===== src/hostport_defines.svh =====
`ifndef HOSTPORT_DEFINES_SVH
`define HOSTPORT_DEFINES_SVH

// ----------------------------------------
// Register indices, byte address is four times the index
// ----------------------------------------
`define IDX_PIN_DATA 8'h09
`define IDX_DIR_STATUS 8'h89
`define IDX_ANALOG_CFG 8'h9f
`define IDX_HOST_DATA 8'ha0
`define IDX_IRQ_STATUS 8'ha1
`define IDX_IRQ_MASK 8'ha2

// ----------------------------------------
// Field positions of the direction and status register
// ----------------------------------------
`define BIT_INPUT_PENDING 7
`define BIT_OUTPUT_PENDING 6
`define BIT_OVERRUN 5
`define BIT_HOST_SELECT 4

// ----------------------------------------
// Interrupt status bit positions
// ----------------------------------------
`define IRQ_RECEIVED 0
`define IRQ_COLLECTED 1
`define IRQ_OVERRUN 2

// ----------------------------------------
// Reset values and write masks
// ----------------------------------------
`define DIR_STATUS_RESET 8'h07
`define DIR_RESET 3'h7
`define ANALOG_RESET 8'h00
`define ANALOG_WMASK 8'hcf

`endif


===== src/hostport_pkg.sv =====
package hostport_pkg;

    // APB slave phase tracking
    typedef enum logic [0:0] {
        APB_IDLE,
        APB_DONE
    } apb_state_type;

endpackage : hostport_pkg


===== src/bit_sync.sv =====
`timescale 1ns/10ps

module bit_sync #(
    parameter int WIDTH = 1,
    parameter logic [WIDTH-1:0] RESET_VAL = '0
) (
    input wire logic i_clk,              // System clock
    input wire logic i_rst,              // Synchronous reset, high
    input wire logic [WIDTH-1:0] i_async, // Pin levels
    output logic [WIDTH-1:0] o_sync      // Two-stage synchronised levels
);

    logic [WIDTH-1:0] meta_q;

    initial begin
        if (WIDTH < 1) begin
            $error("bit_sync needs WIDTH of at least one");
        end
    end

    // First stage feeds only the second stage
    always_ff @(posedge i_clk) begin
        if (i_rst) begin
            meta_q <= RESET_VAL;
            o_sync <= RESET_VAL;
        end else begin
            meta_q <= i_async;
            o_sync <= meta_q;
        end
    end

endmodule : bit_sync


===== src/strobe_decode.sv =====
`timescale 1ns/10ps

module strobe_decode (
    input wire logic i_clk,        // System clock
    input wire logic i_rst,        // Synchronous reset, high
    input wire logic i_enable,     // Host port selected
    input wire logic i_cs_n,       // Synchronised chip select, low
    input wire logic i_wr_n,       // Synchronised write strobe, low
    input wire logic i_rd_n,       // Synchronised read strobe, low
    output logic o_write_active,   // Host write strobe asserted
    output logic o_write_done,     // Pulse at end of host write
    output logic o_read_active,    // Host read strobe asserted
    output logic o_read_done       // Pulse at end of host read
);

    logic wr_now;
    logic rd_now;

    // Strobes only count while selected and chip select is low
    assign wr_now = i_enable & ~i_cs_n & ~i_wr_n;
    assign rd_now = i_enable & ~i_cs_n & ~i_rd_n;

    // Rising edge of an active-low strobe marks completion
    always_ff @(posedge i_clk) begin
        if (i_rst) begin
            o_write_active <= 1'b0;
            o_read_active <= 1'b0;
            o_write_done <= 1'b0;
            o_read_done <= 1'b0;
        end else begin
            o_write_active <= wr_now;
            o_read_active <= rd_now;
            o_write_done <= o_write_active & ~wr_now;
            o_read_done <= o_read_active & ~rd_now;
        end
    end

endmodule : strobe_decode


===== src/hostport_top.sv =====
// Register access over APB was left to the implementer.
`timescale 1ns/10ps

`include "hostport_defines.svh"

module hostport_top
    import hostport_pkg::*;
#(
    parameter int ADDR_WIDTH = 12
) (
    input wire logic I_CLK,                     // 50 MHz system clock
    input wire logic I_RST,                     // Synchronous reset, high
    input wire logic I_PSEL,                    // APB select
    input wire logic I_PENABLE,                 // APB enable
    input wire logic I_PWRITE,                  // APB direction
    input wire logic [ADDR_WIDTH-1:0] I_PADDR,  // APB byte address
    input wire logic [31:0] I_PWDATA,           // APB write data
    output logic [31:0] O_PRDATA,               // APB read data
    output logic O_PREADY,                      // APB ready
    output logic O_PSLVERR,                     // Unmapped address
    input wire logic [2:0] I_PORT_E,            // Port E pin levels
    output logic [2:0] O_PORT_E,                // Port E drive value
    output logic [2:0] O_PORT_E_OE_N,           // Port E enable, low drives
    input wire logic [7:0] I_HOST_DATA,         // Port D pin levels
    output logic [7:0] O_HOST_DATA,             // Port D drive value
    output logic [7:0] O_HOST_DATA_OE_N,        // Port D enable, low drives
    output logic O_IRQ                          // Level interrupt
);

    // ----------------------------------------
    // Elaboration checks
    // ----------------------------------------
    initial begin
        if (ADDR_WIDTH < 10 || ADDR_WIDTH > 32) begin
            $error("hostport_top needs ADDR_WIDTH from 10 to 32");
        end
    end

    // ----------------------------------------
    // Declarations
    // ----------------------------------------
    apb_state_type apb_state_q;
    logic [2:0] dir_q;
    logic input_word_pending_q;
    logic output_word_pending_q;
    logic input_overrun_flag_q;
    logic host_port_select_q;
    logic [2:0] port_e_pin_data_q;
    logic [7:0] analog_cfg_q;
    logic [7:0] in_word_q;
    logic [7:0] out_word_q;
    logic [7:0] capture_q;
    logic [2:0] irq_status_q;
    logic [2:0] irq_mask_q;
    logic [2:0] pin_e_sync;
    logic [7:0] host_data_sync;
    logic write_active;
    logic write_done;
    logic read_active;
    logic read_done;
    logic commit;
    logic wr_commit;
    logic rd_commit;
    logic [7:0] dir_status_rd;
    logic [31:0] rdata_d;
    logic mapped_d;

    // Register index match, shared by read mux and write strobes
    function automatic logic reg_hit(input logic [ADDR_WIDTH-1:0] addr, input logic [7:0] idx);
        reg_hit = (addr[1:0] == 2'b00) && (addr[9:2] == idx) && ((addr >> 10) == '0);
    endfunction : reg_hit

    // ----------------------------------------
    // Pin synchronisers and strobe decode
    // ----------------------------------------
    // Idle strobes are high, so reset the port E stages high
    bit_sync #(.WIDTH(3), .RESET_VAL(3'h7)) u_sync_port_e (
        .i_clk(I_CLK),
        .i_rst(I_RST),
        .i_async(I_PORT_E),
        .o_sync(pin_e_sync)
    );

    bit_sync #(.WIDTH(8), .RESET_VAL(8'h00)) u_sync_host_data (
        .i_clk(I_CLK),
        .i_rst(I_RST),
        .i_async(I_HOST_DATA),
        .o_sync(host_data_sync)
    );

    // Pin 0 read strobe, pin 1 write strobe, pin 2 chip select
    strobe_decode u_strobe (
        .i_clk(I_CLK),
        .i_rst(I_RST),
        .i_enable(host_port_select_q),
        .i_cs_n(pin_e_sync[2]),
        .i_wr_n(pin_e_sync[1]),
        .i_rd_n(pin_e_sync[0]),
        .o_write_active(write_active),
        .o_write_done(write_done),
        .o_read_active(read_active),
        .o_read_done(read_done)
    );

    // ----------------------------------------
    // APB slave
    // ----------------------------------------
    // Ready one cycle into access; effects land only on that edge
    assign commit = (apb_state_q == APB_DONE) & I_PSEL & I_PENABLE;
    assign wr_commit = commit & I_PWRITE & mapped_d;
    assign rd_commit = commit & ~I_PWRITE & mapped_d;

    // Bit 3 is always zero on read
    assign dir_status_rd = {input_word_pending_q, output_word_pending_q, input_overrun_flag_q,
                            host_port_select_q, 1'b0, dir_q};

    // Read mux and decode
    always_comb begin
        rdata_d = 32'h0000_0000;
        mapped_d = 1'b1;
        if (reg_hit(I_PADDR, `IDX_PIN_DATA)) begin
            rdata_d = {29'h0, pin_e_sync};
        end else if (reg_hit(I_PADDR, `IDX_DIR_STATUS)) begin
            rdata_d = {24'h0, dir_status_rd};
        end else if (reg_hit(I_PADDR, `IDX_ANALOG_CFG)) begin
            rdata_d = {24'h0, analog_cfg_q};
        end else if (reg_hit(I_PADDR, `IDX_HOST_DATA)) begin
            rdata_d = {24'h0, in_word_q};
        end else if (reg_hit(I_PADDR, `IDX_IRQ_STATUS)) begin
            rdata_d = {29'h0, irq_status_q};
        end else if (reg_hit(I_PADDR, `IDX_IRQ_MASK)) begin
            rdata_d = {29'h0, irq_mask_q};
        end else begin
            mapped_d = 1'b0;
        end
    end

    // Two-state handshake keeps every bus output on a flop
    always_ff @(posedge I_CLK) begin
        if (I_RST) begin
            apb_state_q <= APB_IDLE;
            O_PREADY <= 1'b0;
            O_PRDATA <= 32'h0000_0000;
            O_PSLVERR <= 1'b0;
        end else begin
            case (apb_state_q)
                APB_IDLE: begin
                    if (I_PSEL && I_PENABLE) begin
                        apb_state_q <= APB_DONE;
                        O_PREADY <= 1'b1;
                        O_PRDATA <= I_PWRITE ? 32'h0000_0000 : rdata_d;
                        O_PSLVERR <= ~mapped_d;
                    end
                end
                APB_DONE: begin
                    apb_state_q <= APB_IDLE;
                    O_PREADY <= 1'b0;
                    O_PRDATA <= 32'h0000_0000;
                    O_PSLVERR <= 1'b0;
                end
                default: begin
                    apb_state_q <= APB_IDLE;
                    O_PREADY <= 1'b0;
                end
            endcase
        end
    end

    // ----------------------------------------
    // Direction and mode bits
    // ----------------------------------------
    // Pending flags are not written here; bit 3 has no storage
    always_ff @(posedge I_CLK) begin
        if (I_RST) begin
            dir_q <= `DIR_RESET;
            host_port_select_q <= 1'b0;
        end else if (wr_commit && reg_hit(I_PADDR, `IDX_DIR_STATUS)) begin
            dir_q <= I_PWDATA[2:0];
            host_port_select_q <= I_PWDATA[`BIT_HOST_SELECT];
        end
    end

    // Analog pin layout storage only, unused bits read zero
    always_ff @(posedge I_CLK) begin
        if (I_RST) begin
            analog_cfg_q <= `ANALOG_RESET;
        end else if (wr_commit && reg_hit(I_PADDR, `IDX_ANALOG_CFG)) begin
            analog_cfg_q <= I_PWDATA[7:0] & `ANALOG_WMASK;
        end
    end

    // ----------------------------------------
    // Port E data latch and pin drive
    // ----------------------------------------
    // No reset: contents survive every reset, unknown at power-up
    always_ff @(posedge I_CLK) begin
        if (wr_commit && reg_hit(I_PADDR, `IDX_PIN_DATA)) begin
            port_e_pin_data_q <= I_PWDATA[2:0];
        end
    end

    // A one in the direction bit releases the pin
    always_ff @(posedge I_CLK) begin
        if (I_RST) begin
            O_PORT_E_OE_N <= 3'h7;
            O_PORT_E <= 3'h0;
        end else begin
            O_PORT_E_OE_N <= dir_q;
            O_PORT_E <= port_e_pin_data_q & ~dir_q;
        end
    end

    // ----------------------------------------
    // Host port data path
    // ----------------------------------------
    // Keep the last value seen under the write strobe
    always_ff @(posedge I_CLK) begin
        if (I_RST) begin
            capture_q <= 8'h00;
        end else if (write_active) begin
            capture_q <= host_data_sync;
        end
    end

    // Word commits at the end of the host write, overrun overwrites; CPU read clears, set wins on a tie
    always_ff @(posedge I_CLK) begin
        if (I_RST) begin
            in_word_q <= 8'h00;
            input_word_pending_q <= 1'b0;
        end else if (write_done) begin
            in_word_q <= capture_q;
            input_word_pending_q <= 1'b1;
        end else if (rd_commit && reg_hit(I_PADDR, `IDX_HOST_DATA)) begin
            input_word_pending_q <= 1'b0;
        end
    end

    // Sticky until software writes zero; host event wins
    always_ff @(posedge I_CLK) begin
        if (I_RST) begin
            input_overrun_flag_q <= 1'b0;
        end else if (write_done && input_word_pending_q) begin
            input_overrun_flag_q <= 1'b1;
        end else if (wr_commit && reg_hit(I_PADDR, `IDX_DIR_STATUS)) begin
            input_overrun_flag_q <= I_PWDATA[`BIT_OVERRUN];
        end
    end

    // CPU write loads the word and sets pending, host read end clears; set wins on a tie
    always_ff @(posedge I_CLK) begin
        if (I_RST) begin
            out_word_q <= 8'h00;
            output_word_pending_q <= 1'b0;
        end else if (wr_commit && reg_hit(I_PADDR, `IDX_HOST_DATA)) begin
            out_word_q <= I_PWDATA[7:0];
            output_word_pending_q <= 1'b1;
        end else if (read_done) begin
            output_word_pending_q <= 1'b0;
        end
    end

    // Drive port D only while the host reads; else left to plain I/O
    always_ff @(posedge I_CLK) begin
        if (I_RST) begin
            O_HOST_DATA_OE_N <= 8'hff;
            O_HOST_DATA <= 8'h00;
        end else begin
            O_HOST_DATA_OE_N <= read_active ? 8'h00 : 8'hff;
            O_HOST_DATA <= read_active ? out_word_q : 8'h00;
        end
    end

    // ----------------------------------------
    // Interrupts
    // ----------------------------------------
    // Write one to clear; a new event in the same cycle wins
    always_ff @(posedge I_CLK) begin
        if (I_RST) begin
            irq_status_q <= 3'h0;
        end else begin
            if (wr_commit && reg_hit(I_PADDR, `IDX_IRQ_STATUS)) begin
                irq_status_q <= (irq_status_q & ~I_PWDATA[2:0])
                    | {write_done & input_word_pending_q, read_done, write_done};
            end else begin
                irq_status_q <= irq_status_q | {write_done & input_word_pending_q, read_done, write_done};
            end
        end
    end

    // Mask is a plain enable per status bit
    always_ff @(posedge I_CLK) begin
        if (I_RST) begin
            irq_mask_q <= 3'h0;
        end else if (wr_commit && reg_hit(I_PADDR, `IDX_IRQ_MASK)) begin
            irq_mask_q <= I_PWDATA[2:0];
        end
    end

    // Registered so the output comes from a flop; one cycle late
    always_ff @(posedge I_CLK) begin
        if (I_RST) begin
            O_IRQ <= 1'b0;
        end else begin
            O_IRQ <= |(irq_status_q & irq_mask_q);
        end
    end

    // ----------------------------------------
    // Assertions
    // ----------------------------------------
    a_input_pending_set: assert property (
        @(posedge I_CLK) disable iff (I_RST) write_done |=> input_word_pending_q)
        else $error("input pending not set after host write");
    a_output_pending_hold: assert property (
        @(posedge I_CLK) disable iff (I_RST)
        (output_word_pending_q && !read_done) |=> output_word_pending_q)
        else $error("output pending dropped without host read");
    a_output_pending_clear: assert property (
        @(posedge I_CLK) disable iff (I_RST)
        (read_done && !(wr_commit && reg_hit(I_PADDR, `IDX_HOST_DATA))) |=> !output_word_pending_q)
        else $error("output pending not cleared after host read");
    a_overrun_sticky: assert property (
        @(posedge I_CLK) disable iff (I_RST)
        (write_done && input_word_pending_q) |=> input_overrun_flag_q)
        else $error("overrun not flagged");
    a_select_gates_port: assert property (
        @(posedge I_CLK) disable iff (I_RST)
        !host_port_select_q [*3] |=> O_HOST_DATA_OE_N == 8'hff)
        else $error("port D driven while host port off");
    a_bit3_reads_zero: assert property (
        @(posedge I_CLK) disable iff (I_RST)
        (O_PREADY && $past(reg_hit(I_PADDR, `IDX_DIR_STATUS)) && !$past(I_PWRITE)) |-> !O_PRDATA[3])
        else $error("bit 3 read as one");
    a_dir_drives_pins: assert property (
        @(posedge I_CLK) disable iff (I_RST)
        (wr_commit && reg_hit(I_PADDR, `IDX_DIR_STATUS)) |=> ##1 O_PORT_E_OE_N == $past(I_PWDATA[2:0], 2))
        else $error("direction write not reflected on pins");
    a_reset_values: assert property (
        @(posedge I_CLK) $past(I_RST) |-> (dir_status_rd == `DIR_STATUS_RESET))
        else $error("direction and status reset value wrong");
    a_flags_read_only: assert property (
        @(posedge I_CLK) disable iff (I_RST)
        (wr_commit && reg_hit(I_PADDR, `IDX_DIR_STATUS) && !write_done && !read_done)
        |=> $stable(input_word_pending_q) && $stable(output_word_pending_q))
        else $error("pending flag changed by software write");
    a_pin_data_kept: assert property (
        @(posedge I_CLK) $rose(I_RST) |=> $stable(port_e_pin_data_q))
        else $error("port E latch changed by reset");

endmodule : hostport_top


===== config.mk =====
export PLATFORM = sky130hd
export DESIGN_NAME = hostport_top
export DESIGN_NICKNAME = d
export VERILOG_FILES = /design/src/hostport_pkg.sv /design/src/bit_sync.sv /design/src/strobe_decode.sv /design/src/hostport_top.sv
export VERILOG_INCLUDE_DIRS = /design/src /design/src/src
export SDC_FILE = /design/constraint.sdc
export NUM_CORES = 1
export LEC_CHECK = 0
export BUFFER_PORTS_ARGS = -buffer_cell sky130_fd_sc_hd__buf_4
export CORE_MARGIN = 5
export CORE_UTILIZATION = 30
export CTS_BUF_LIST = sky130_fd_sc_hd__clkbuf_8
export DETAILED_ROUTE_END_ITERATION = 12
export PLACE_DENSITY = 0.6
export SLEW_MARGIN = 20
export SYNTH_ARGS = -nofsm -noshare
export SYNTH_HDL_FRONTEND = slang
export SYNTH_SLANG_ARGS = --single-unit

===== constraint.sdc =====
create_clock -name I_CLK -period 2 [get_ports I_CLK]
set_input_delay 0.2 -clock I_CLK [delete_from_list [all_inputs] [get_ports I_CLK]]
set_output_delay 0.2 -clock I_CLK [all_outputs]
set_load 0.1 [all_outputs]

After elaboration in Yosys (flattened, before gate mapping)
Cells that the tools add are included. W data, S select, Z words.

Word-level logic and storage cells: 121. Input port bits: 60. Output and inout bits: 57. Register bits after elaboration: 130.

Equal/unequal tests: 7. Mux-type cells: 29. Bitwise logic cells: 28. Reduce and logical (&&, ||, !) cells: 28.

Operators with widths (count): $mux W32 (4); $pmux W32 S2 (1); $eq A8 B8 Y1 const B (5); $mux W8 (3); $logic_and A1 B1 Y1 (21); $mux W1 (15); $and A1 B1 Y1 (12); $logic_not A12 Y1 (1); $and A3 B3 Y3 (3); $mux W3 (3); $not A1 Y1 (9); $eq A8 B4 Y1 const B (1); $not A3 Y3 (2); $or A3 B3 Y3 (2); $pmux W1 S2 (3); $reduce_bool A2 Y1 (3); $reduce_or A3 Y1 (1); $logic_not A2 Y1 (1); $ne A2 B2 Y1 const B (1); $reduce_or A2 Y1 (1).

Longest topological paths before layout
Gate-level depths: netlist of the first run.

Word-level depth: 13. Depth in mapped cells: 7. Mapped depth without buffers: 5.

By module
Synthesis of the first run repeated with hierarchy kept, for this count alone.

Cell total of the unflattened synthesis: 382. Area, all modules: 3878.7 µm².

By module, submodules not included: hostport_top (cells an instance 327, area an instance 3129.3 µm², instances 1, sequential area each 1491.4 µm²); bit_sync at u_sync_host_data (cells an instance 33, area an instance 464.2 µm², instances 1, sequential area each 320.3 µm²); bit_sync at u_sync_port_e (cells an instance 12, area an instance 157.7 µm², instances 1, sequential area each 120.1 µm²); strobe_decode (cells an instance 10, area an instance 127.6 µm², instances 1, sequential area each 80.1 µm²).

Least setup slack after synthesis of the first run
No wires, ideal clock.

Path kind: input to register. From: input I_PADDR[1]. To: register port_e_pin_data_q[0] (enable). Stages on the path: 5. Library setup time: 319 ps. Slack: 247 ps. Buffers on the path: 1. Required time: 1681 ps. Arrival time: 1434 ps. Cell sequence: or4_4 > nor3_4 > buf_2 > nand2_1 > nor2_1.

Cells in the longest elaborated chain, start to end: 11. Elaborated cells on any way between the ends: 21. Classes of those cells: mux (6); bitwise (1); reduce/logical (14).

RTL lines: from (decl) (line hostport_top.sv:16) `input wire logic [ADDR_WIDTH-1:0] I_PADDR,`; $logic_not A2 Y1 * (line hostport_top.sv:70) `reg_hit = (addr[1:0] == 2'b00) && (addr[9:2] == idx) && ((addr >> 10) == '0);`; $logic_and A1 B1 Y1 (2 in series) (line hostport_top.sv:70); $mux W1 (line hostport_top.sv:131) `` end else if (reg_hit(I_PADDR, `IDX_IRQ_MASK)) begin ``; $mux W1 (line hostport_top.sv:129) `` end else if (reg_hit(I_PADDR, `IDX_IRQ_STATUS)) begin ``; $mux W1 (line hostport_top.sv:127) `` end else if (reg_hit(I_PADDR, `IDX_HOST_DATA)) begin ``; $mux W1 (line hostport_top.sv:125) `` end else if (reg_hit(I_PADDR, `IDX_ANALOG_CFG)) begin ``; $mux W1 (line hostport_top.sv:123) `` end else if (reg_hit(I_PADDR, `IDX_DIR_STATUS)) begin ``; $mux W1 (line hostport_top.sv:121) `` if (reg_hit(I_PADDR, `IDX_PIN_DATA)) begin ``; $and A1 B1 Y1 (line hostport_top.sv:110) `assign wr_commit = commit & I_PWRITE & mapped_d;`; $logic_and A1 B1 Y1 * (line hostport_top.sv:197) `` if (wr_commit && reg_hit(I_PADDR, `IDX_PIN_DATA)) begin ``; to (signal assigned) (line hostport_top.sv:198) `port_e_pin_data_q <= I_PWDATA[2:0];`; to (decl) (line hostport_top.sv:48) `logic [2:0] port_e_pin_data_q;`.

Mark *: on every way between the ends. The rest lies on a longest branch, timed or not. A chain may end at the register's enable or synchronous reset.

Worst setup path after layout of the first run
From: register apb_state_q. To: register out_word_q[0].

Cells in the longest elaborated chain, start to end: 5.

RTL lines: from (decl) (line hostport_top.sv:42) `apb_state_type apb_state_q;`; from (signal assigned) (line hostport_top.sv:141) `apb_state_q <= APB_IDLE;`; from (signal assigned) (line hostport_top.sv:149) `apb_state_q <= APB_DONE;`; from (signal assigned) (line hostport_top.sv:156) `apb_state_q <= APB_IDLE;`; $and A1 B1 Y1 (2 in series) (line hostport_top.sv:109) `assign commit = (apb_state_q == APB_DONE) & I_PSEL & I_PENABLE;`; $and A1 B1 Y1 (2 in series) (line hostport_top.sv:110); $logic_and A1 B1 Y1 (line hostport_top.sv:254) `` end else if (wr_commit && reg_hit(I_PADDR, `IDX_HOST_DATA)) begin ``; to (signal assigned) (line hostport_top.sv:255) `out_word_q <= I_PWDATA[7:0];`; to (decl) (line hostport_top.sv:51) `logic [7:0] out_word_q;`.

Every way passes these cells.

==> results of run 1 <==
==> where the power goes <==
part	switching (W)	internal (W)	leakage, nW
combinational	0.000309	0.0000832	0.971
clock	0.000653	0.000602	0.104
sequential	0.00000722	0.00200	0.806
total	0.000969	0.00269	1.88
==> worst max-delay path, stage by stage, from the launching register on <==
cell	delay [ns]
dfxtp_1	0.43
nand4_1	0.25
nor4_4	0.29
buf_4	0.23
nand2_1	0.21
nand2_1	0.13
a21oi_1	0.06
==> logic make-up (layout without fill, tap and decap cells) <==
group	count (synthesis)	after routing	share of synthesized area
buf+inv	62	109	0.09260
other cells	1	24	0.0009772
flops	99	99	0.5243
simple gates	152	152	0.2119
mux	27	27	0.07140
compound gates	59	59	0.09879
==> worst max path at each step <==
| stage | startpoint | to | cells past startpoint |
|---|---|---|---|
| finish | apb_state_q | out_word_q[0] | 6 |
| CTS | apb_state_q | out_word_q[0] | 6 |
| floorplan | I_PADDR[1] | port_e_pin_data_q[0] | 5 |
| detailed placement | I_PADDR[1] | port_e_pin_data_q[2] | 5 |
| global route | apb_state_q | out_word_q[5] | 6 |
| global placement | I_PADDR[1] | port_e_pin_data_q[0] | 5 |
==> metrics by stage <==
| stage | utilization | total power (W) |
|---|---|---|
| after floorplan | - | 0.002384 |
| after global placement | 0.3521 | 0.002441 |
| after detailed placement | 0.3521 | 0.002444 |
| after CTS | 0.3697 | 0.003700 |
| after global routing | 0.3697 | 0.003821 |
| final | 0.3697 | 0.003657 |
==> cell usage after synthesis, drive strengths merged <==
library cell | count | area (um2)
nand3b | 2 | 15.01
a211oi | 1 | 7.510
nand4b | 2 | 17.52
dfxtp | 96 | 1922
nor3 | 12 | 76.33
mux2 | 3 | 33.78
mux2i | 24 | 240.2
and3 | 1 | 6.260
o21ai | 2 | 10.01
a222oi | 1 | 10.01
nor2 | 39 | 146.4
a22o | 4 | 35.03
a31oi | 4 | 25.02
clkbuf | 15 | 56.30
nand2 | 25 | 93.84
inv | 11 | 41.29
nor2b | 18 | 112.6
or2 | 6 | 37.54
or3 | 2 | 12.51
a22oi | 3 | 22.52
a21boi | 2 | 15.01
nand3 | 17 | 85.08
edfxtp | 3 | 90.09
o21a | 1 | 7.510
and2 | 13 | 81.33
a21oi | 30 | 150.1
nor4 | 3 | 33.78
nand4 | 6 | 43.79
nor3b | 1 | 7.510
a32oi | 5 | 43.79
buf | 36 | 257.7
a31o | 1 | 8.760
nand4bb | 1 | 11.26
nand2b | 2 | 12.51
a32o | 1 | 10.01
or4 | 1 | 11.26
nor4b | 1 | 8.760
conb | 1 | 3.750
o2111a | 1 | 11.26
a21o | 3 | 22.52
==> metal layers <==
metal,vias up,track usage,part of all wire
li1,1445,-,-
met5,-,0,0
met3,8,0.03980,0.063
met1,1283,0.1506,0.44
met4,0,0.02699,0.0090
met2,83,0.1992,0.49
==> sequential cells by signal, indices dropped and copies added, names as in the netlist, 6 cells and up <==
register                 cells
analog_cfg_q                 6
u_sync_host_data.o_sync      8
O_HOST_DATA                  8
in_word_q                    8
O_PRDATA                     8
out_word_q                   8
capture_q                    8
u_sync_host_data.meta_q      8
==> area by class of cell <==
cell class	count	area (um2)	share of cell area
sequential	99	2012	0.4330
multi-input combinational	262	1556	0.3349
tap	172	215.2	0.04631
clock inverter	5	53.80	0.01158
clock buffer	10	137.6	0.02962
timing repair buffer	83	630.6	0.1357
inverter	11	41.29	0.008885
==> what timing repair did <==
action                                 CTS  global route
resized for setup                        0             0
hold buffers                             3             0
endpoints found under the hold margin    3             0
setup endpoints to repair                0             0
==> flow_summary.json, run 1 <==
{
  "drc_errors": 0,
  "worst_pin_slew_ns": 0.5903,
  "dp_hpwl_mm": 6.634,
  "syn_area_um2": 3837,
  "viasPerCell": 4.391,
  "powerDensity_nw_per_um2": 786.9,
  "crit_type": "flop to flop",
  "ff2ff_setup_slack_ns": 0.27,
  "place_area_um2": 4425,
  "hold_ws_ns": 0.04579,
  "drtIter0Drc": 153,
  "cts_sinks": 99,
  "ys_seq_area_frac": 0.5243,
  "grt_pass1_vias": 2755,
  "r2r_cells": 6,
  "syn_area_per_cell_um2": 9.594,
  "coreArea_um2": 12570,
  "post_cts_buffers": 0,
  "hold_class": "input pin to flop",
  "cts_max_level": 3,
  "drive_gt1_frac": 0.2298,
  "synth_cell_types": 46,
  "path_clk_slew_ns": 0.09,
  "cp-start-kind": "flop",
  "final_max_slew_viol_count": 0,
  "slew_headroom": 0.6028,
  "cts_buffer_depth": 2,
  "nets": 526,
  "setup_ws_ns": 0.2704,
  "drt-total-wl_mm": 8.670,
  "wl_per_cell_um": 13.50,
  "cts-buffers-inserted": 9,
  "antenna_found_initial": 0,
  "finalNonFillerCells": 642,
  "gp_congestion": 0.8459,
  "io_buffers": 68,
  "ys_seq_elements": 99,
  "clock_latency_ns": 0.36,
  "r2r_end": "out_word_q[0]",
  "final_cell_mix": "dfxtp_1, buf_4, nor2_1",
  "cts_tree": "done",
  "whs_endpoint": "u_sync_host_data.meta_q[4]",
  "grt_max_degree": 44,
  "clockRootBuffer": "clkbuf_8",
  "reg2reg_from": "apb_state_q",
  "die-height_um": 123.1,
  "min_from": "I_HOST_DATA[4]",
  "min_period_ns": 1.730,
  "rsz0062_at_grt": "false",
  "fillers": 1292,
  "dp.cells": 624,
  "hold_path_depth": 2,
  "setup_viol": 0,
  "fmax_mhz": 578.2,
  "cap_violations": 0,
  "final_common_cell": "dfxtp_1",
  "grt_pass1_wl_mm": 13.93,
  "io_pins": 117,
  "areaGrowthSynthToFinish_pct": 21.10,
  "ant_nets": 0,
  "placementRows": 41,
  "status": "complete, no violations",
  "hold_viol_final": 0,
  "ir_worst_vdd_mv": 0.4403,
  "initial_core_util": 0.3053,
  "dr.pass1.iters": 4,
  "finalSetupTns_ns": 0,
  "worstPathMaxFanout": 12,
  "die_x_um": 123.1,
  "antenna_cells": 0,
  "gr-usage-all-layers": 0.1195,
  "arrival_ns": 1.96,
  "dp_slack_ns": 0.1151,
  "vias": 2819,
  "crit_required_ns": 2.24,
  "fin_worst_skew_ns": 0.004995,
  "period_share": 0.8648,
  "dieArea_um2": 15150,
  "crit_path_end_kind": "flop",
  "fin_area_um2": 4647,
  "overflow": 0,
  "yosys_warnings": 0,
  "syn_inst": 400,
  "leakage_nw": 1.880
}
(Power assumes the default switching activity.)
==> run 2, diff against run 1 <==
--- a/config.mk
+++ b/config.mk
@@ -9,7 +9,6 @@
 export BUFFER_PORTS_ARGS = -buffer_cell sky130_fd_sc_hd__buf_4
 export CORE_MARGIN = 5
 export CORE_UTILIZATION = 30
-export CTS_BUF_LIST = sky130_fd_sc_hd__clkbuf_8
 export DETAILED_ROUTE_END_ITERATION = 12
 export PLACE_DENSITY = 0.6
 export SLEW_MARGIN = 20
==> run 2 against run 1 <==
  * Count of clock-buffer cells in the layout up 1
  * Sequential power barely moved
  * Core utilization increased by 0.57 points
  * Clock power is 35% higher
  * Final cell count fell by 0.47%
  * First-iteration DRC count shrank 1.3%
  * Flip-flop and latch count is the same
  * Critical path depth did not move
  * Hold slack lost 0.0035 ns
  * Sequential share of layout area fell by 0.65 points
  * Clock skew is 0.0014 ns lower
==> flow_summary.json, run 2 (synthesized netlist as in run 1, its figures left out) <==
{
  "period_share": 0.8612,
  "rsz0062_at_grt": "false",
  "ant_nets": 0,
  "drc_errors": 0,
  "arrival_ns": 1.93,
  "dp_hpwl_mm": 6.634,
  "hold_class": "input pin to flop",
  "fmax_mhz": 580.6,
  "drtIter0Drc": 151,
  "path_clk_slew_ns": 0.06,
  "cp_slowest_cell": "dfxtp_1",
  "finalSetupTns_ns": 0,
  "vias": 2807,
  "final_common_cell": "dfxtp_1",
  "crit_chain": "nand4_1 -> nor4_4 -> buf_4 -> nand2_1 -> nand2_1 -> a21oi_1",
  "p_comb_frac": 0.094,
  "fin_area_um2": 4718,
  "antenna_found_initial": 0,
  "slew_headroom": 0.6015,
  "final_cell_mix": "dfxtp_1, buf_4, nor2_1",
  "drive_gt1_frac": 0.2313,
  "clkPwrFrac": 0.415,
  "cp-start-kind": "flop",
  "grt_pass1_vias": 2757,
  "hold_viol_final": 0,
  "fillers": 1281,
  "wl_per_cell_um": 13.57,
  "seqPwrFrac": 0.490,
  "cts_max_level": 3,
  "die_x_um": 123.1,
  "reg2reg_from": "apb_state_q",
  "fin_worst_skew_ns": 0.003613,
  "leakage_nw": 1.910,
  "powerDensity_nw_per_um2": 869.7,
  "cap_violations": 0,
  "grt_pass1_wl_mm": 13.96,
  "dp.cells": 624,
  "cts_tree": "done",
  "cts_buffer_depth": 2,
  "io_buffers": 68,
  "status": "complete, no violations",
  "final_max_slew_viol_count": 0,
  "p_switching_w": 0.001022,
  "min_from": "I_PORT_E[2]",
  "finalNonFillerCells": 639,
  "path_common_cell": "nand2_1",
  "dieArea_um2": 15150,
  "crit_type": "flop to flop",
  "ir_worst_vdd_mv": 0.4840,
  "post_cts_buffers": 0,
  "r2r_cells": 6,
  "utilization": 0.3754,
  "cts-buffers-inserted": 9,
  "min_period_ns": 1.722,
  "placementRows": 41,
  "worstPathMaxFanout": 12,
  "coreArea_um2": 12570,
  "clockRootBuffer": "clkbuf_16",
  "place_area_um2": 4425,
  "worst_pin_slew_ns": 0.5923,
  "overflow": 0,
  "hold_path_depth": 2,
  "drt-total-wl_mm": 8.672,
  "initial_core_util": 0.3053,
  "grt_max_degree": 44,
  "antenna_cells": 0,
  "critPathMaxStageDelay_ns": 0.42,
  "crit_path_start": "apb_state_q",
  "switching_share": 0.2491,
  "clock_latency_ns": 0.34,
  "viasPerCell": 4.393,
  "p_int_w": 0.003081,
  "io_pins": 117,
  "setup_viol": 0,
  "crit_required_ns": 2.21,
  "nets": 523,
  "areaGrowthSynthToFinish_pct": 22.95,
  "gr-usage-all-layers": 0.1201,
  "cts_sinks": 99,
  "crit_path_end_kind": "flop",
  "ctsResizeCount": 0,
  "dr.pass1.iters": 4,
  "gp_congestion": 0.8459,
  "cts_hold_buf": 0,
  "die-height_um": 123.1
}
[run 2: per-layer routing]
metal / track usage / share of wire / wire length (um)
met1: 0.1512 / 0.43 / 3713
met2: 0.1985 / 0.49 / 4240
met3: 0.03431 / 0.072 / 625
met4: 0.03945 / 0.011 / 93
met5: 0 / 0 / 0
[run 2: final cells by class]
type | count | area (um2) | share of cell area
flip-flops and latches | 99 | 2012 | 0.4264
clock inverters | 4 | 50.05 | 0.01061
inverters | 11 | 41.29 | 0.008751
repair buffers | 80 | 600.6 | 0.1273
multi-input cells | 262 | 1556 | 0.3299
clock buffers | 11 | 242.7 | 0.05145
well taps | 172 | 215.2 | 0.04561
[run 2: power groups by stage]
stage,registers (W),logic [W],clock network [W]
after floorplan,0.00207,0.000310,0
after global placement,0.00206,0.000385,0
after detailed placement,0.00206,0.000387,0
after CTS,0.00201,0.000388,0.00175
after global routing,0.00201,0.000408,0.00184
final,0.00201,0.000387,0.00170
[run 2: path summary, 6_finish.rpt]
kind,to,slack [ns]
worst max register to register,out_word_q[0],0.28
worst min register to register,u_sync_port_e.o_sync[2],0.41
worst min-delay path,u_sync_port_e.meta_q[2],0.04
worst max-delay path,out_word_q[0],0.28
[run 2: stage by stage]
| stage | setup WS (ns) | power, W | hold WS (ns) |
|---|---|---|---|
| after floorplan | 0.2466 | 0.002384 | 0.2989 |
| after global placement | 0.1167 | 0.002441 | 0.3866 |
| after detailed placement | 0.1151 | 0.002444 | 0.3914 |
| after CTS | 0.2564 | 0.004148 | 0.03027 |
| after global routing | 0.1090 | 0.004262 | 0.03706 |
| final | 0.2777 | 0.004103 | 0.04225 |
[run 2: critical path: cells and delay by family (launching register included)]
| kind | cells | cell delay [ns] |
|---|---|---|
| flops | 1 | 0.42 |
| simple gates | 4 | 0.88 |
| compound gates | 1 | 0.06 |
| buf+inv | 1 | 0.23 |
